### src/pkg/cog_timing_pkg.sv
// Shared constants for the complementary output timing core
package cog_timing_pkg;
    // ==========================================================
    // Clocking and generator clock
    localparam int SYS_CLK_HZ = 200_000_000;
    localparam int GEN_INT_OSC_HZ = 8_000_000;
    localparam int GEN_INT_DIV = SYS_CLK_HZ / GEN_INT_OSC_HZ;
    localparam int GEN_INSTR_DIV = 4;
    localparam int DLY_ELEM_NS = 5;
    localparam int DLY_ELEM_CYC =
        (DLY_ELEM_NS * (SYS_CLK_HZ / 1_000_000) + 999) / 1000;

    // ==========================================================
    // Widths
    localparam int CNT_W = 6;
    localparam int NUM_CNT = 6;
    localparam int AXI_AW = 6;
    localparam int CTL_W = 7;

    // ==========================================================
    // Register byte offsets
    localparam logic [5:0] REG_TIMING_CONTROL = 6'h00;
    localparam logic [5:0] REG_POLARITY = 6'h04;
    localparam logic [5:0] REG_STEER = 6'h08;
    localparam logic [5:0] REG_OVERRIDE = 6'h0c;
    localparam logic [5:0] REG_COUNT_BASE = 6'h10;
    localparam logic [5:0] REG_STATUS = 6'h28;

    // ==========================================================
    // Count register indices, one word each above the base
    localparam int IDX_RISE_DEADBAND = 0;
    localparam int IDX_FALL_DEADBAND = 1;
    localparam int IDX_RISE_BLANK = 2;
    localparam int IDX_FALL_BLANK = 3;
    localparam int IDX_RISE_PHASE = 4;
    localparam int IDX_FALL_PHASE = 5;

    // ==========================================================
    // Field positions
    localparam int CTL_ENABLE = 0;
    localparam int CTL_MODE_LSB = 1;
    localparam int CTL_CLKSEL_LSB = 3;
    localparam int CTL_RISE_DB_SRC = 5;
    localparam int CTL_FALL_DB_SRC = 6;
    localparam int STEER_DATA_LSB = 4;
    localparam int STAT_PRIM = 4;
    localparam int STAT_COMP = 5;
    localparam int STAT_PWM = 6;
    localparam int STAT_DB_RUN = 7;
    localparam int STAT_PH_RUN = 8;
    localparam int STAT_BL_RUN = 9;

    // ==========================================================
    // Encodings
    localparam logic [1:0] MODE_HALF = 2'h0;
    localparam logic [1:0] MODE_FWD = 2'h1;
    localparam logic [1:0] MODE_REV = 2'h2;
    localparam logic [1:0] CS_INT_OSC = 2'h0;
    localparam logic [1:0] CS_INSTR = 2'h1;
    localparam logic [1:0] OVR_HIGH = 2'h1;
    localparam logic [1:0] OVR_HIZ = 2'h2;
    localparam logic [1:0] OVR_INACTIVE = 2'h3;
    localparam logic [3:0] INACTIVE_LEVELS = 4'ha;
    localparam logic [1:0] RESP_OKAY = 2'h0;
    localparam logic [1:0] RESP_SLVERR = 2'h2;
endpackage

### src/logic/complementary_output_timing.sv
// Complementary PWM output timing core with AXI4-Lite registers
//
// Design decisions made here: the AXI4-Lite interface to the registers and the address map.
`timescale 1ns/1ps

module complementary_output_timing
    import cog_timing_pkg::*;
#(
    parameter int CNT_W = cog_timing_pkg::CNT_W
)
(
    // Clock and reset
    input wire logic clk_sys_i,
    input wire logic reset_n_i,
    // Event sources and shutdown
    input wire logic rise_src_i,
    input wire logic fall_src_i,
    input wire logic shutdown_active_i,
    // Output drive
    output logic out_a_o,
    output logic out_b_o,
    output logic out_c_o,
    output logic out_d_o,
    output logic out_a_oe_o,
    output logic out_b_oe_o,
    output logic out_c_oe_o,
    output logic out_d_oe_o,
    // AXI4-Lite slave
    input wire logic [cog_timing_pkg::AXI_AW-1:0] s_axi_awaddr,
    input wire logic s_axi_awvalid,
    output logic s_axi_awready,
    input wire logic [31:0] s_axi_wdata,
    input wire logic [3:0] s_axi_wstrb,
    input wire logic s_axi_wvalid,
    output logic s_axi_wready,
    output logic [1:0] s_axi_bresp,
    output logic s_axi_bvalid,
    input wire logic s_axi_bready,
    input wire logic [cog_timing_pkg::AXI_AW-1:0] s_axi_araddr,
    input wire logic s_axi_arvalid,
    output logic s_axi_arready,
    output logic [31:0] s_axi_rdata,
    output logic [1:0] s_axi_rresp,
    output logic s_axi_rvalid,
    input wire logic s_axi_rready
);
    import cog_timing_pkg::*;

    localparam int GDW = $clog2(GEN_INT_DIV);
    localparam int CDW = $clog2(DLY_ELEM_CYC + 1);

    // ==========================================================
    // State
    typedef struct packed {
        logic [2:0] rise_sync;
        logic [2:0] fall_sync;
        logic rise_lvl;
        logic fall_lvl;
        logic [CTL_W-1:0] timing_control_reg;
        logic [3:0] pol;
        logic [3:0] steer;
        logic [3:0] sdata;
        logic [3:0] ovr;
        logic [NUM_CNT-1:0][CNT_W-1:0] cnt;
        logic [GDW-1:0] gdiv;
        logic [CDW-1:0] cdiv;
        logic [1:0] mode_prev;
        // One bit wider: the load adds the partial first period
        logic [CNT_W:0] ph_r;
        logic [CNT_W:0] ph_f;
        logic [CNT_W-1:0] bl_r;
        logic [CNT_W-1:0] bl_f;
        logic [CNT_W-1:0] db_r;
        logic [CNT_W-1:0] db_f;
        logic [CNT_W-1:0] dir;
        logic dir_sync;
        logic prim;
        logic comp;
        logic pwm;
        logic [3:0] out;
        logic [3:0] oe;
        logic aw_got;
        logic [AXI_AW-1:0] aw_addr;
        logic w_got;
        logic [31:0] w_data;
        logic [3:0] w_strb;
        logic bvalid;
        logic [1:0] bresp;
        logic rvalid;
        logic [1:0] rresp;
        logic [31:0] rdata;
    } state_t;

    state_t q;
    state_t n;

    // ==========================================================
    // Decoded control
    logic en;
    logic half;
    logic [1:0] mode;
    logic [1:0] clksel;
    logic [GDW-1:0] gen_lim;
    logic tick;
    logic cstep;
    logic rise_agree;
    logic fall_agree;
    logic rise_in;
    logic fall_in;
    logic rise_ok;
    logic fall_ok;
    logic rev;
    logic fev;
    logic modv;
    logic [3:0] raw;
    logic [3:0] sel_v;
    logic [3:0] sel_e;
    logic [32:0] rd;
    logic [32:0] wr_chk;

    assign en = q.timing_control_reg[CTL_ENABLE];
    assign mode = q.timing_control_reg[CTL_MODE_LSB +: 2];
    assign clksel = q.timing_control_reg[CTL_CLKSEL_LSB +: 2];
    assign half = (mode != MODE_FWD) && (mode != MODE_REV);

    // Generator clock as a strobe on the system clock
    assign gen_lim = (clksel == CS_INT_OSC) ? GDW'(GEN_INT_DIV - 1) :
                     (clksel == CS_INSTR) ? GDW'(GEN_INSTR_DIV - 1) :
                     '0;
    assign tick = (q.gdiv >= gen_lim);
    // Delay chain element time, one system cycle per element
    assign cstep = (q.cdiv >= CDW'(DLY_ELEM_CYC - 1));

    // Edges count once the second and third stages agree
    assign rise_agree = (q.rise_sync[2] == q.rise_sync[1]);
    assign fall_agree = (q.fall_sync[2] == q.fall_sync[1]);
    assign rise_in = rise_agree && q.rise_sync[1] && !q.rise_lvl;
    assign fall_in = fall_agree && q.fall_sync[1] && !q.fall_lvl;
    // Cross-coupled blanking
    assign rise_ok = en && rise_in && (q.bl_f == '0);
    assign fall_ok = en && fall_in && (q.bl_r == '0);
    // Phase stage: zero count passes straight through
    assign rev = (rise_ok && q.cnt[IDX_RISE_PHASE] == '0) ||
                 (en && tick && q.ph_r == (CNT_W + 1)'(1));
    assign fev = (fall_ok && q.cnt[IDX_FALL_PHASE] == '0) ||
                 (en && tick && q.ph_f == (CNT_W + 1)'(1));

    // Mode steering of the internal drive
    assign modv = q.pwm && (q.dir == '0);
    assign raw = (mode == MODE_FWD) ? {modv, 1'b0, 1'b0, 1'b1} :
                 (mode == MODE_REV) ? {1'b0, 1'b1, modv, 1'b0} :
                 {q.comp, q.prim, q.comp, q.prim};

    // ==========================================================
    // Per-output selection; pairs A/C and B/D share an override
    for (genvar i = 0; i < 4; i++)
    begin : g_out
        logic [1:0] code;
        logic live;
        logic ovr_v;
        assign code = (i % 2 == 1) ? q.ovr[3:2] : q.ovr[1:0];
        assign live = (en ? raw[i] : INACTIVE_LEVELS[i]) ^ q.pol[i];
        assign ovr_v = (code == OVR_HIGH) || ((code == OVR_INACTIVE) &&
                       (INACTIVE_LEVELS[i] ^ q.pol[i]));
        assign sel_v[i] = !q.steer[i] ? (q.sdata[i] ^ q.pol[i]) :
                          shutdown_active_i ? ovr_v : live;
        assign sel_e[i] = !(q.steer[i] && shutdown_active_i &&
                          code == OVR_HIZ);
    end

    // ==========================================================
    // Register read decode; bit 32 marks a mapped address
    function automatic logic [32:0] read_word(
        input logic [AXI_AW-1:0] a, input state_t s);
        logic [32:0] r;
        r = {1'b1, 32'h0000_0000};
        if (a == REG_TIMING_CONTROL)
            r[CTL_W-1:0] = s.timing_control_reg;
        else if (a == REG_POLARITY)
            r[3:0] = s.pol;
        else if (a == REG_STEER)
            r[7:0] = {s.sdata, s.steer};
        else if (a == REG_OVERRIDE)
            r[3:0] = s.ovr;
        else if (a == REG_STATUS)
        begin
            r[3:0] = s.out;
            r[STAT_PRIM] = s.prim;
            r[STAT_COMP] = s.comp;
            r[STAT_PWM] = s.pwm;
            r[STAT_DB_RUN] = (s.db_r != '0) || (s.db_f != '0);
            r[STAT_PH_RUN] = (s.ph_r != '0) || (s.ph_f != '0);
            r[STAT_BL_RUN] = (s.bl_r != '0) || (s.bl_f != '0);
        end
        else
        begin
            r[32] = 1'b0;
            for (int k = 0; k < NUM_CNT; k++)
                if (a == REG_COUNT_BASE + 6'(4 * k))
                begin
                    r[32] = 1'b1;
                    r[CNT_W-1:0] = s.cnt[k];
                end
        end
        return r;
    endfunction

    assign rd = read_word(s_axi_araddr, q);
    assign wr_chk = read_word(q.aw_addr, q);

    // ==========================================================
    // Next state
    always_comb
    begin
        n = q;
        n.rise_sync = {q.rise_sync[1:0], rise_src_i};
        n.fall_sync = {q.fall_sync[1:0], fall_src_i};
        n.rise_lvl = rise_agree ? q.rise_sync[1] : q.rise_lvl;
        n.fall_lvl = fall_agree ? q.fall_sync[1] : q.fall_lvl;
        n.gdiv = tick ? '0 : q.gdiv + 1'b1;
        n.cdiv = cstep ? '0 : q.cdiv + 1'b1;
        n.mode_prev = mode;
        n.out = sel_v;
        n.oe = sel_e;

        // Counters run on generator ticks only, so a later stage
        // starts aligned to the clock the earlier one ended on
        if (tick && q.ph_r != '0)
            n.ph_r = q.ph_r - 1'b1;
        if (tick && q.ph_f != '0)
            n.ph_f = q.ph_f - 1'b1;
        if (tick && q.bl_r != '0)
            n.bl_r = q.bl_r - 1'b1;
        if (tick && q.bl_f != '0)
            n.bl_f = q.bl_f - 1'b1;
        // First tick only aligns to the generator clock, so N full
        // periods follow it and the delay lands in N..N+1 periods
        if (rise_ok && q.cnt[IDX_RISE_PHASE] != '0)
            n.ph_r = {1'b0, q.cnt[IDX_RISE_PHASE]} + 1'b1;
        if (fall_ok && q.cnt[IDX_FALL_PHASE] != '0)
            n.ph_f = {1'b0, q.cnt[IDX_FALL_PHASE]} + 1'b1;

        // Dead-band timers, chain or counter per source bit
        if ((q.timing_control_reg[CTL_RISE_DB_SRC] ? tick : cstep) &&
            q.db_r != '0)
        begin
            n.db_r = q.db_r - 1'b1;
            if (q.db_r == CNT_W'(1))
                n.prim = 1'b1;
        end
        if ((q.timing_control_reg[CTL_FALL_DB_SRC] ? tick : cstep) &&
            q.db_f != '0)
        begin
            n.db_f = q.db_f - 1'b1;
            if (q.db_f == CNT_W'(1))
                n.comp = 1'b1;
        end
        if ((q.dir_sync ? tick : cstep) && q.dir != '0)
            n.dir = q.dir - 1'b1;

        // Direction change in full bridge reloads the hold-off
        if (q.mode_prev == MODE_FWD && mode == MODE_REV)
        begin
            n.dir = q.cnt[IDX_FALL_DEADBAND];
            n.dir_sync = q.timing_control_reg[CTL_FALL_DB_SRC];
        end
        if (q.mode_prev == MODE_REV && mode == MODE_FWD)
        begin
            n.dir = q.cnt[IDX_RISE_DEADBAND];
            n.dir_sync = q.timing_control_reg[CTL_RISE_DB_SRC];
        end

        // Rising event; a falling event in the same cycle wins
        if (rev)
        begin
            n.comp = 1'b0;
            n.pwm = 1'b1;
            n.db_f = '0;
            n.bl_r = q.cnt[IDX_RISE_BLANK];
            if (half && q.cnt[IDX_RISE_DEADBAND] != '0)
                n.db_r = q.cnt[IDX_RISE_DEADBAND];
            else
                n.prim = 1'b1;
        end
        if (fev)
        begin
            n.prim = 1'b0;
            n.pwm = 1'b0;
            n.db_r = '0;
            n.bl_f = q.cnt[IDX_FALL_BLANK];
            if (half && q.cnt[IDX_FALL_DEADBAND] != '0)
                n.db_f = q.cnt[IDX_FALL_DEADBAND];
            else
                n.comp = 1'b1;
        end

        // Disabled core rests in the inactive drive state
        if (!en)
        begin
            n.prim = 1'b0;
            n.comp = 1'b1;
            n.pwm = 1'b0;
            n.ph_r = '0;
            n.ph_f = '0;
            n.bl_r = '0;
            n.bl_f = '0;
            n.db_r = '0;
            n.db_f = '0;
            n.dir = '0;
        end

        // AXI write: address and data accepted in either order
        if (s_axi_awvalid && s_axi_awready)
        begin
            n.aw_got = 1'b1;
            n.aw_addr = s_axi_awaddr;
        end
        if (s_axi_wvalid && s_axi_wready)
        begin
            n.w_got = 1'b1;
            n.w_data = s_axi_wdata;
            n.w_strb = s_axi_wstrb;
        end
        if (q.bvalid && s_axi_bready)
            n.bvalid = 1'b0;
        if (q.aw_got && q.w_got && !q.bvalid)
        begin
            n.aw_got = 1'b0;
            n.w_got = 1'b0;
            n.bvalid = 1'b1;
            n.bresp = wr_chk[32] ? RESP_OKAY : RESP_SLVERR;
            // Every field lives in byte lane 0
            if (q.w_strb[0])
            begin
                if (q.aw_addr == REG_TIMING_CONTROL)
                    n.timing_control_reg = q.w_data[CTL_W-1:0];
                if (q.aw_addr == REG_POLARITY)
                    n.pol = q.w_data[3:0];
                if (q.aw_addr == REG_STEER)
                begin
                    n.steer = q.w_data[3:0];
                    n.sdata = q.w_data[STEER_DATA_LSB +: 4];
                end
                if (q.aw_addr == REG_OVERRIDE)
                    n.ovr = q.w_data[3:0];
                for (int k = 0; k < NUM_CNT; k++)
                    if (q.aw_addr == REG_COUNT_BASE + 6'(4 * k))
                        n.cnt[k] = q.w_data[CNT_W-1:0];
            end
        end

        // AXI read: one cycle from address to data
        if (q.rvalid && s_axi_rready)
            n.rvalid = 1'b0;
        if (s_axi_arvalid && s_axi_arready)
        begin
            n.rvalid = 1'b1;
            n.rdata = rd[31:0];
            n.rresp = rd[32] ? RESP_OKAY : RESP_SLVERR;
        end
    end

    // ==========================================================
    // State register; all-zero reset releases the pins
    always_ff @(posedge clk_sys_i or negedge reset_n_i)
    begin
        if (!reset_n_i)
            q <= '0;
        else
            q <= n;
    end

    // ==========================================================
    // Ports
    assign s_axi_awready = !q.aw_got && !q.bvalid;
    assign s_axi_wready = !q.w_got && !q.bvalid;
    assign s_axi_bvalid = q.bvalid;
    assign s_axi_bresp = q.bresp;
    assign s_axi_arready = !q.rvalid;
    assign s_axi_rvalid = q.rvalid;
    assign s_axi_rdata = q.rdata;
    assign s_axi_rresp = q.rresp;
    assign {out_d_o, out_c_o, out_b_o, out_a_o} = q.out;
    assign {out_d_oe_o, out_c_oe_o, out_b_oe_o, out_a_oe_o} = q.oe;
endmodule

### config.mk
export PLATFORM = sky130hd
export DESIGN_NAME = complementary_output_timing
export DESIGN_NICKNAME = d
export VERILOG_FILES = /design/src/pkg/cog_timing_pkg.sv /design/src/logic/complementary_output_timing.sv
export SDC_FILE = /design/constraint.sdc
export NUM_CORES = 1
export LEC_CHECK = 0
export BUFFER_PORTS_ARGS = -buffer_cell sky130_fd_sc_hd__buf_2
export CAP_MARGIN = 0
export CORE_MARGIN = 2
export CORE_UTILIZATION = 59
export CTS_BUF_LIST = sky130_fd_sc_hd__clkbuf_16
export CTS_CLUSTER_DIAMETER = 200
export DETAILED_ROUTE_END_ITERATION = 6
export GPL_TIMING_DRIVEN = 0
export PLACE_DENSITY_LB_ADDON = 0.05
export SLEW_MARGIN = 15
export SYNTH_ARGS = -nofsm -noshare
export SYNTH_HDL_FRONTEND = slang
export SYNTH_SLANG_ARGS = --single-unit
### constraint.sdc
create_clock -name clk_sys_i -period 3.4 [get_ports clk_sys_i]
set_clock_uncertainty 0.15 [all_clocks]
set_input_delay 0.68 -clock clk_sys_i [delete_from_list [all_inputs] [get_ports clk_sys_i]]
set_output_delay 0.68 -clock clk_sys_i [all_outputs]
set_load 0.05 [all_outputs]
; ---- Word level (Yosys, flattened, before mapping)
; Cells that the tools add are included.
[totals]
out_inout_bits = 49
elab_cells = 310
register_bits = 191
[classes]
n_eq_ne = 45
add_sub_neg = 11
order_cmp = 2
bitwise_logic = 10
muxes = 99
n_reduce_logical = 102
[op_table]
columns = op, count
row1 = 2-to-1 mux 6 bit, 21
row2 = 2-to-1 mux 7 bit, 8
row3 = nonzero test 6 bit, 9
row4 = logical AND 1 bit, 49
row5 = == test 6 x 5 -> 1 bit (second input constant), 8
row6 = 2-to-1 mux 1 bit, 48
row7 = 2-to-1 mux 44 bit, 1
row8 = zero test 6 bit, 7
row9 = 2-to-1 mux 37 bit, 1
row10 = == test 6 bit (second input constant), 6
row11 = 2-to-1 mux 35 bit, 1
row12 = AND reduction 3 bit, 10
row13 = subtractor 6 x 1 -> 6 bit (second input constant), 5
row14 = == test 6 x 4 -> 1 bit (second input constant), 4
row15 = 2-to-1 mux 4 bit, 5
row16 = 2-to-1 mux 18 bit, 1
row17 = 2-to-1 mux 3 bit, 5
row18 = inequality test 3 x 1 -> 1 bit (second input constant), 5
row19 = adder 6 x 1 -> 7 bit (second input constant), 2
row20 = == test 7 x 1 -> 1 bit (second input constant), 2
row21 = nonzero test 7 bit, 2
row22 = subtractor 7 x 1 -> 7 bit (second input constant), 2
row23 = == test 2 bit (second input constant), 6
row24 = == test 6 x 1 -> 1 bit (second input constant), 2
row25 = 20 further kinds, 59

; ---- Logic depth before layout (Yosys ltp)
[depth]
word_depth = 17
mapped_depth = 11
mapped_depth_nobuf = 9

; ---- Worst setup path after synthesis
; No wires, ideal clock.
[synth_timing]
path_type = reg-to-reg
from = register q, in the netlist s_axi_bvalid
to = register q[38] (netlist name)
path_buffers = 1
path_stages_with_launch = 5
setup_time_ps = 125
arrival_ps = 2246
path_slack_ps = 879
required_time_ps = 3125
cell_sequence = dfrtp_1 > nor2_1 > and2_1 > clkbuf_1 > mux2_2
[synth_via]
elab_chain_cells = 3
[synth_lines]
columns = element, line
row1 = "start, declared", complementary_output_timing.sv:94  ; state_t q;
row2 = "start signal, assigned", complementary_output_timing.sv:370  ; q <= n;
row3 = zero test 1 bit, complementary_output_timing.sv:376  ; assign s_axi_wready = !q.w_got && !q.bvalid;
row4 = logical AND 1 bit, complementary_output_timing.sv:376
row5 = via s_axi_wready, complementary_output_timing.sv:35  ; output logic s_axi_wready,
row6 = logical AND 1 bit, complementary_output_timing.sv:318  ; if (s_axi_wvalid && s_axi_wready)
; The timed path passes the listed nets, and every way through them passes these cells.
; A chain may end at the register's enable or synchronous reset.

==> run summary <==
• status: complete, no violations
• Unique masters post-synth: 74
• first-pass GRT wire length: 37300 um
• xor/xnor share of the synthesized area: 3.81%
• count of warnings emitted by yosys: 0
• multiplexer share of the synthesized area: 13.8%
• worst slew slack as a fraction of its limit: 42.3%
• GRT Total Usage: 30.0%
• FF+latch count, synth: 161
• post-detailed-route count of antenna-violating nets: 0
• Arrival @ worst endpoint: 3.23 ns
• number of sinks handled by clock tree synthesis: 161
• Final Hold Vio Count: 0
• Placed Cells: 1131
• met3 routed wirelength: 1180 um
• Residual DRC: 0
• Leak: 4.79 nW
• Peak VDD IR: 791 uV
• Max Used Layer: met4
• Post-synth EDFFs: 0
• post-synthesis instance area: 8960 um2
• grt total ovfl: 0
• critical path cell sequence: or2_2, ha_1, o21ai_0, nand2b_1, and2_1, clkbuf_1, a41oi_2, o221a_1
• H-tree depth: 4
• endpoints failing setup: 0
• ratio of final minimum period to clock period: 88.8%
• via count: 7012
• power per cell area: 742 nW/um2
• proportion of netlist area held by the largest area contributor: 45.0%
• count of cell instances traversed by the critical path: 8
• total die area: 16200 um2
• Setup crit start: clksel[0]
• setup repair after global routing missed its margin: false
• endpoint type of the worst setup path: flip-flop
• post-cts hold buffer count: 0
• worst stage delay on the critical path: 0.56 ns
• Gate Count Post-Synth: 866
• Synth Area in Adders: 3.63%
• largest driver fanout on the critical path: 9
• fraction of synthesis flops using an asynchronous set or reset pin: 100%
• first-pass iteration count of the detailed router: 7
• Cell Count, Final, Fillers Out: 1163
• number of core rows: 45
• Std-Cell Core Area: 15000 um2
• sort of element at the start of the critical path: flip-flop
• Achievable Freq: 331 MHz
• fraction of final layout cells sized beyond drive strength 1: 18.1%
• transition time at the pin with the least slew margin: 0.863 ns
• Worst Path Required: 3.61 ns
• commonest cells after routing, fill and taps aside: dfrtp_1 (161), buf_2 (58), nand2_1 (56), nor2_1 (54), mux2_1 (52)
• detailed placer's ending HPWL: 17300 um
• reg2reg start: clksel[0]
• CTS Root Cell: clkbuf_16
• number of maximum-capacitance constraint violations: 0
• Layout Area Growth over Synthesis: 13.5%
• initial cell density of the core: 59.6%
• R2R setup slack: 0.38 ns
• Boundary Pins: 107
• wire length after detailed routing: 23200 um
• number of nets in the layout: 1046
• Antenna diodes: 0
• Die Y: 127 um
• most frequent standard cell in the layout excluding fill and tap cells: dfrtp_1
• most area-hungry cell type in the Yosys netlist: dfrtp_1
• final RePlAce weighted congestion: 0.992
• compound-gate portion of the synthesized area: 12.7%
• Top Family by Delay on Critical Path: compound AO/OA/AOI/OAI gates
• average size of a mapped cell: 10.3 um2
• most area-consuming cells after synthesis: dfrtp_1 (45%), mux2_1 (6.5%), mux2_2 (3.9%), ha_1 (3.6%), buf_4 (3.0%)
• initial antenna violation count: 0
• leading register cell type out of synthesis: dfrtp_1
• pin count of the biggest net entering global routing: 83
• # resized after CTS: 0
• number of global-route vias before repair: 6947
• post-CTS setup-driven buffer insertion count: 0
• Starting DRT DRC Count: 576
• wire per inst: 20.0 um
• wire length on met2: 11600 um
• final number of max-transition violations: 0
• FILL cells: 1184
• Worst R2R End: q[108]
• class of the most critical setup path: reg2reg
• worst-skew pair later-pin latency: 0.43 ns
• M1 wire length: 9870 um
• clk buf depth: 2
• number of I/O port buffers: 53
• Buf+Inv Stages, Crit Path: 1
• Die W: 127 um
• Via-to-Cell Ratio: 6.03
• hold crit path type: in2async
• time the worst path needs with I/O delays and setup: 3.02 ns
• FF-to-FF path depth: 8
• Synth Area in Simple Gates: 14.9%
• Reg clk slew, reported paths: 0.07 ns
• largest family of logic cells by synthesized area: simple AND/OR/NAND/NOR gates
• CTS tree: done
• fin util: 67.6%
• clock buffers created by TritonCTS: 17
• Critical path destination: q[108]
• CP max-delay cell: a41oi_2
• register area share after synthesis: 45.0%
==> worst min path at each step <==
| stage | startpoint | end | cells after the start |
|---|---|---|---|
| global placement | n[211] | n[212] | 0 |
| finish | reset_n_i | q[145] | 1 |
| global route | reset_n_i | q[123] | 1 |
| floorplan | n[208] | n[209] | 0 |
| detailed placement | n[211] | n[212] | 0 |
| CTS | reset_n_i | q[145] | 1 |
==> sequential cells by signal, summed over array words and instances, names as in the netlist, 2 cells and up <==
register,cells
clksel,2
s_axi_rdata,10
n,4
g_out.code,4
mode,2
q,126
==> metrics by stage <==
stage / hold slack, ns / power, mW / worst slack [ns] / TNS [ns] / instance area, um2
final: 0.0633 / 7.54 / 0.379 / 0 / 10200
after floorplan: 0.181 / 4.76 / 0.879 / 0 / 9040
after global placement: 0.193 / 5.50 / -0.845 / -133.32 / 9540
after global routing: 0.119 / 7.96 / 0.232 / 0 / 10200
after detailed placement: 0.186 / 5.62 / 0.418 / 0 / 9580
after CTS: 0.111 / 7.53 / 0.410 / 0 / 10200
==> cells in the mapped netlist, drive strengths merged, types with 5 or more instances <==
master   instances
a211oi           7
a21boi           5
a21o             7
a21oi           37
a31oi            5
and2             9
and3             8
buf             48
clkbuf          23
dfrtp          161
ha              26
inv             36
mux2            83
mux2i           21
nand2           57
nand2b          16
nand3           33
nand3b           6
nor2            54
nor2b           10
nor3            16
nor3b            7
nor4            12
o211ai           8
o21ai           43
o22ai           11
o2bb2ai          6
or4              5
xnor2           21
xor2            18
==> where the power goes <==
group	switching (mW)	total [mW]	internal [mW]
registers	0.619	3.00	2.38
clock network	0.816	1.90	1.09
logic	1.55	2.64	1.09
total	2.98	7.54	4.56
==> routing by layer <==
metal  vias to the layer above  global-route usage [%]
met1                      3471                    39.6
met2                       247                    49.8
met5                         -                       0
li1                       3249                       -
met4                         0                    11.0
met3                        45                    5.65
==> area by class of cell <==
cell class / count / area (um2) / area share (%)
well taps: 188 / 235 / 2.31
repair buffers: 54 / 303 / 2.98
flip-flops and latches: 161 / 4030 / 39.6
plain buffers: 71 / 409 / 4.03
clock inverters: 15 / 158 / 1.55
multi-input cells: 621 / 4470 / 44.0
clock buffers: 17 / 425 / 4.19
inverters: 36 / 135 / 1.33
==> cells by family after synthesis <==
logic type / count (synthesis)
AO/OA/AOI/OAI: 170
XOR/XNOR: 39
adder cells (fa/ha/maj): 26
buffers and inverters: 107
flip-flops: 161
multiplexers: 108
other: 1
AND/OR/NAND/NOR: 254
(Power assumes the default switching activity.)
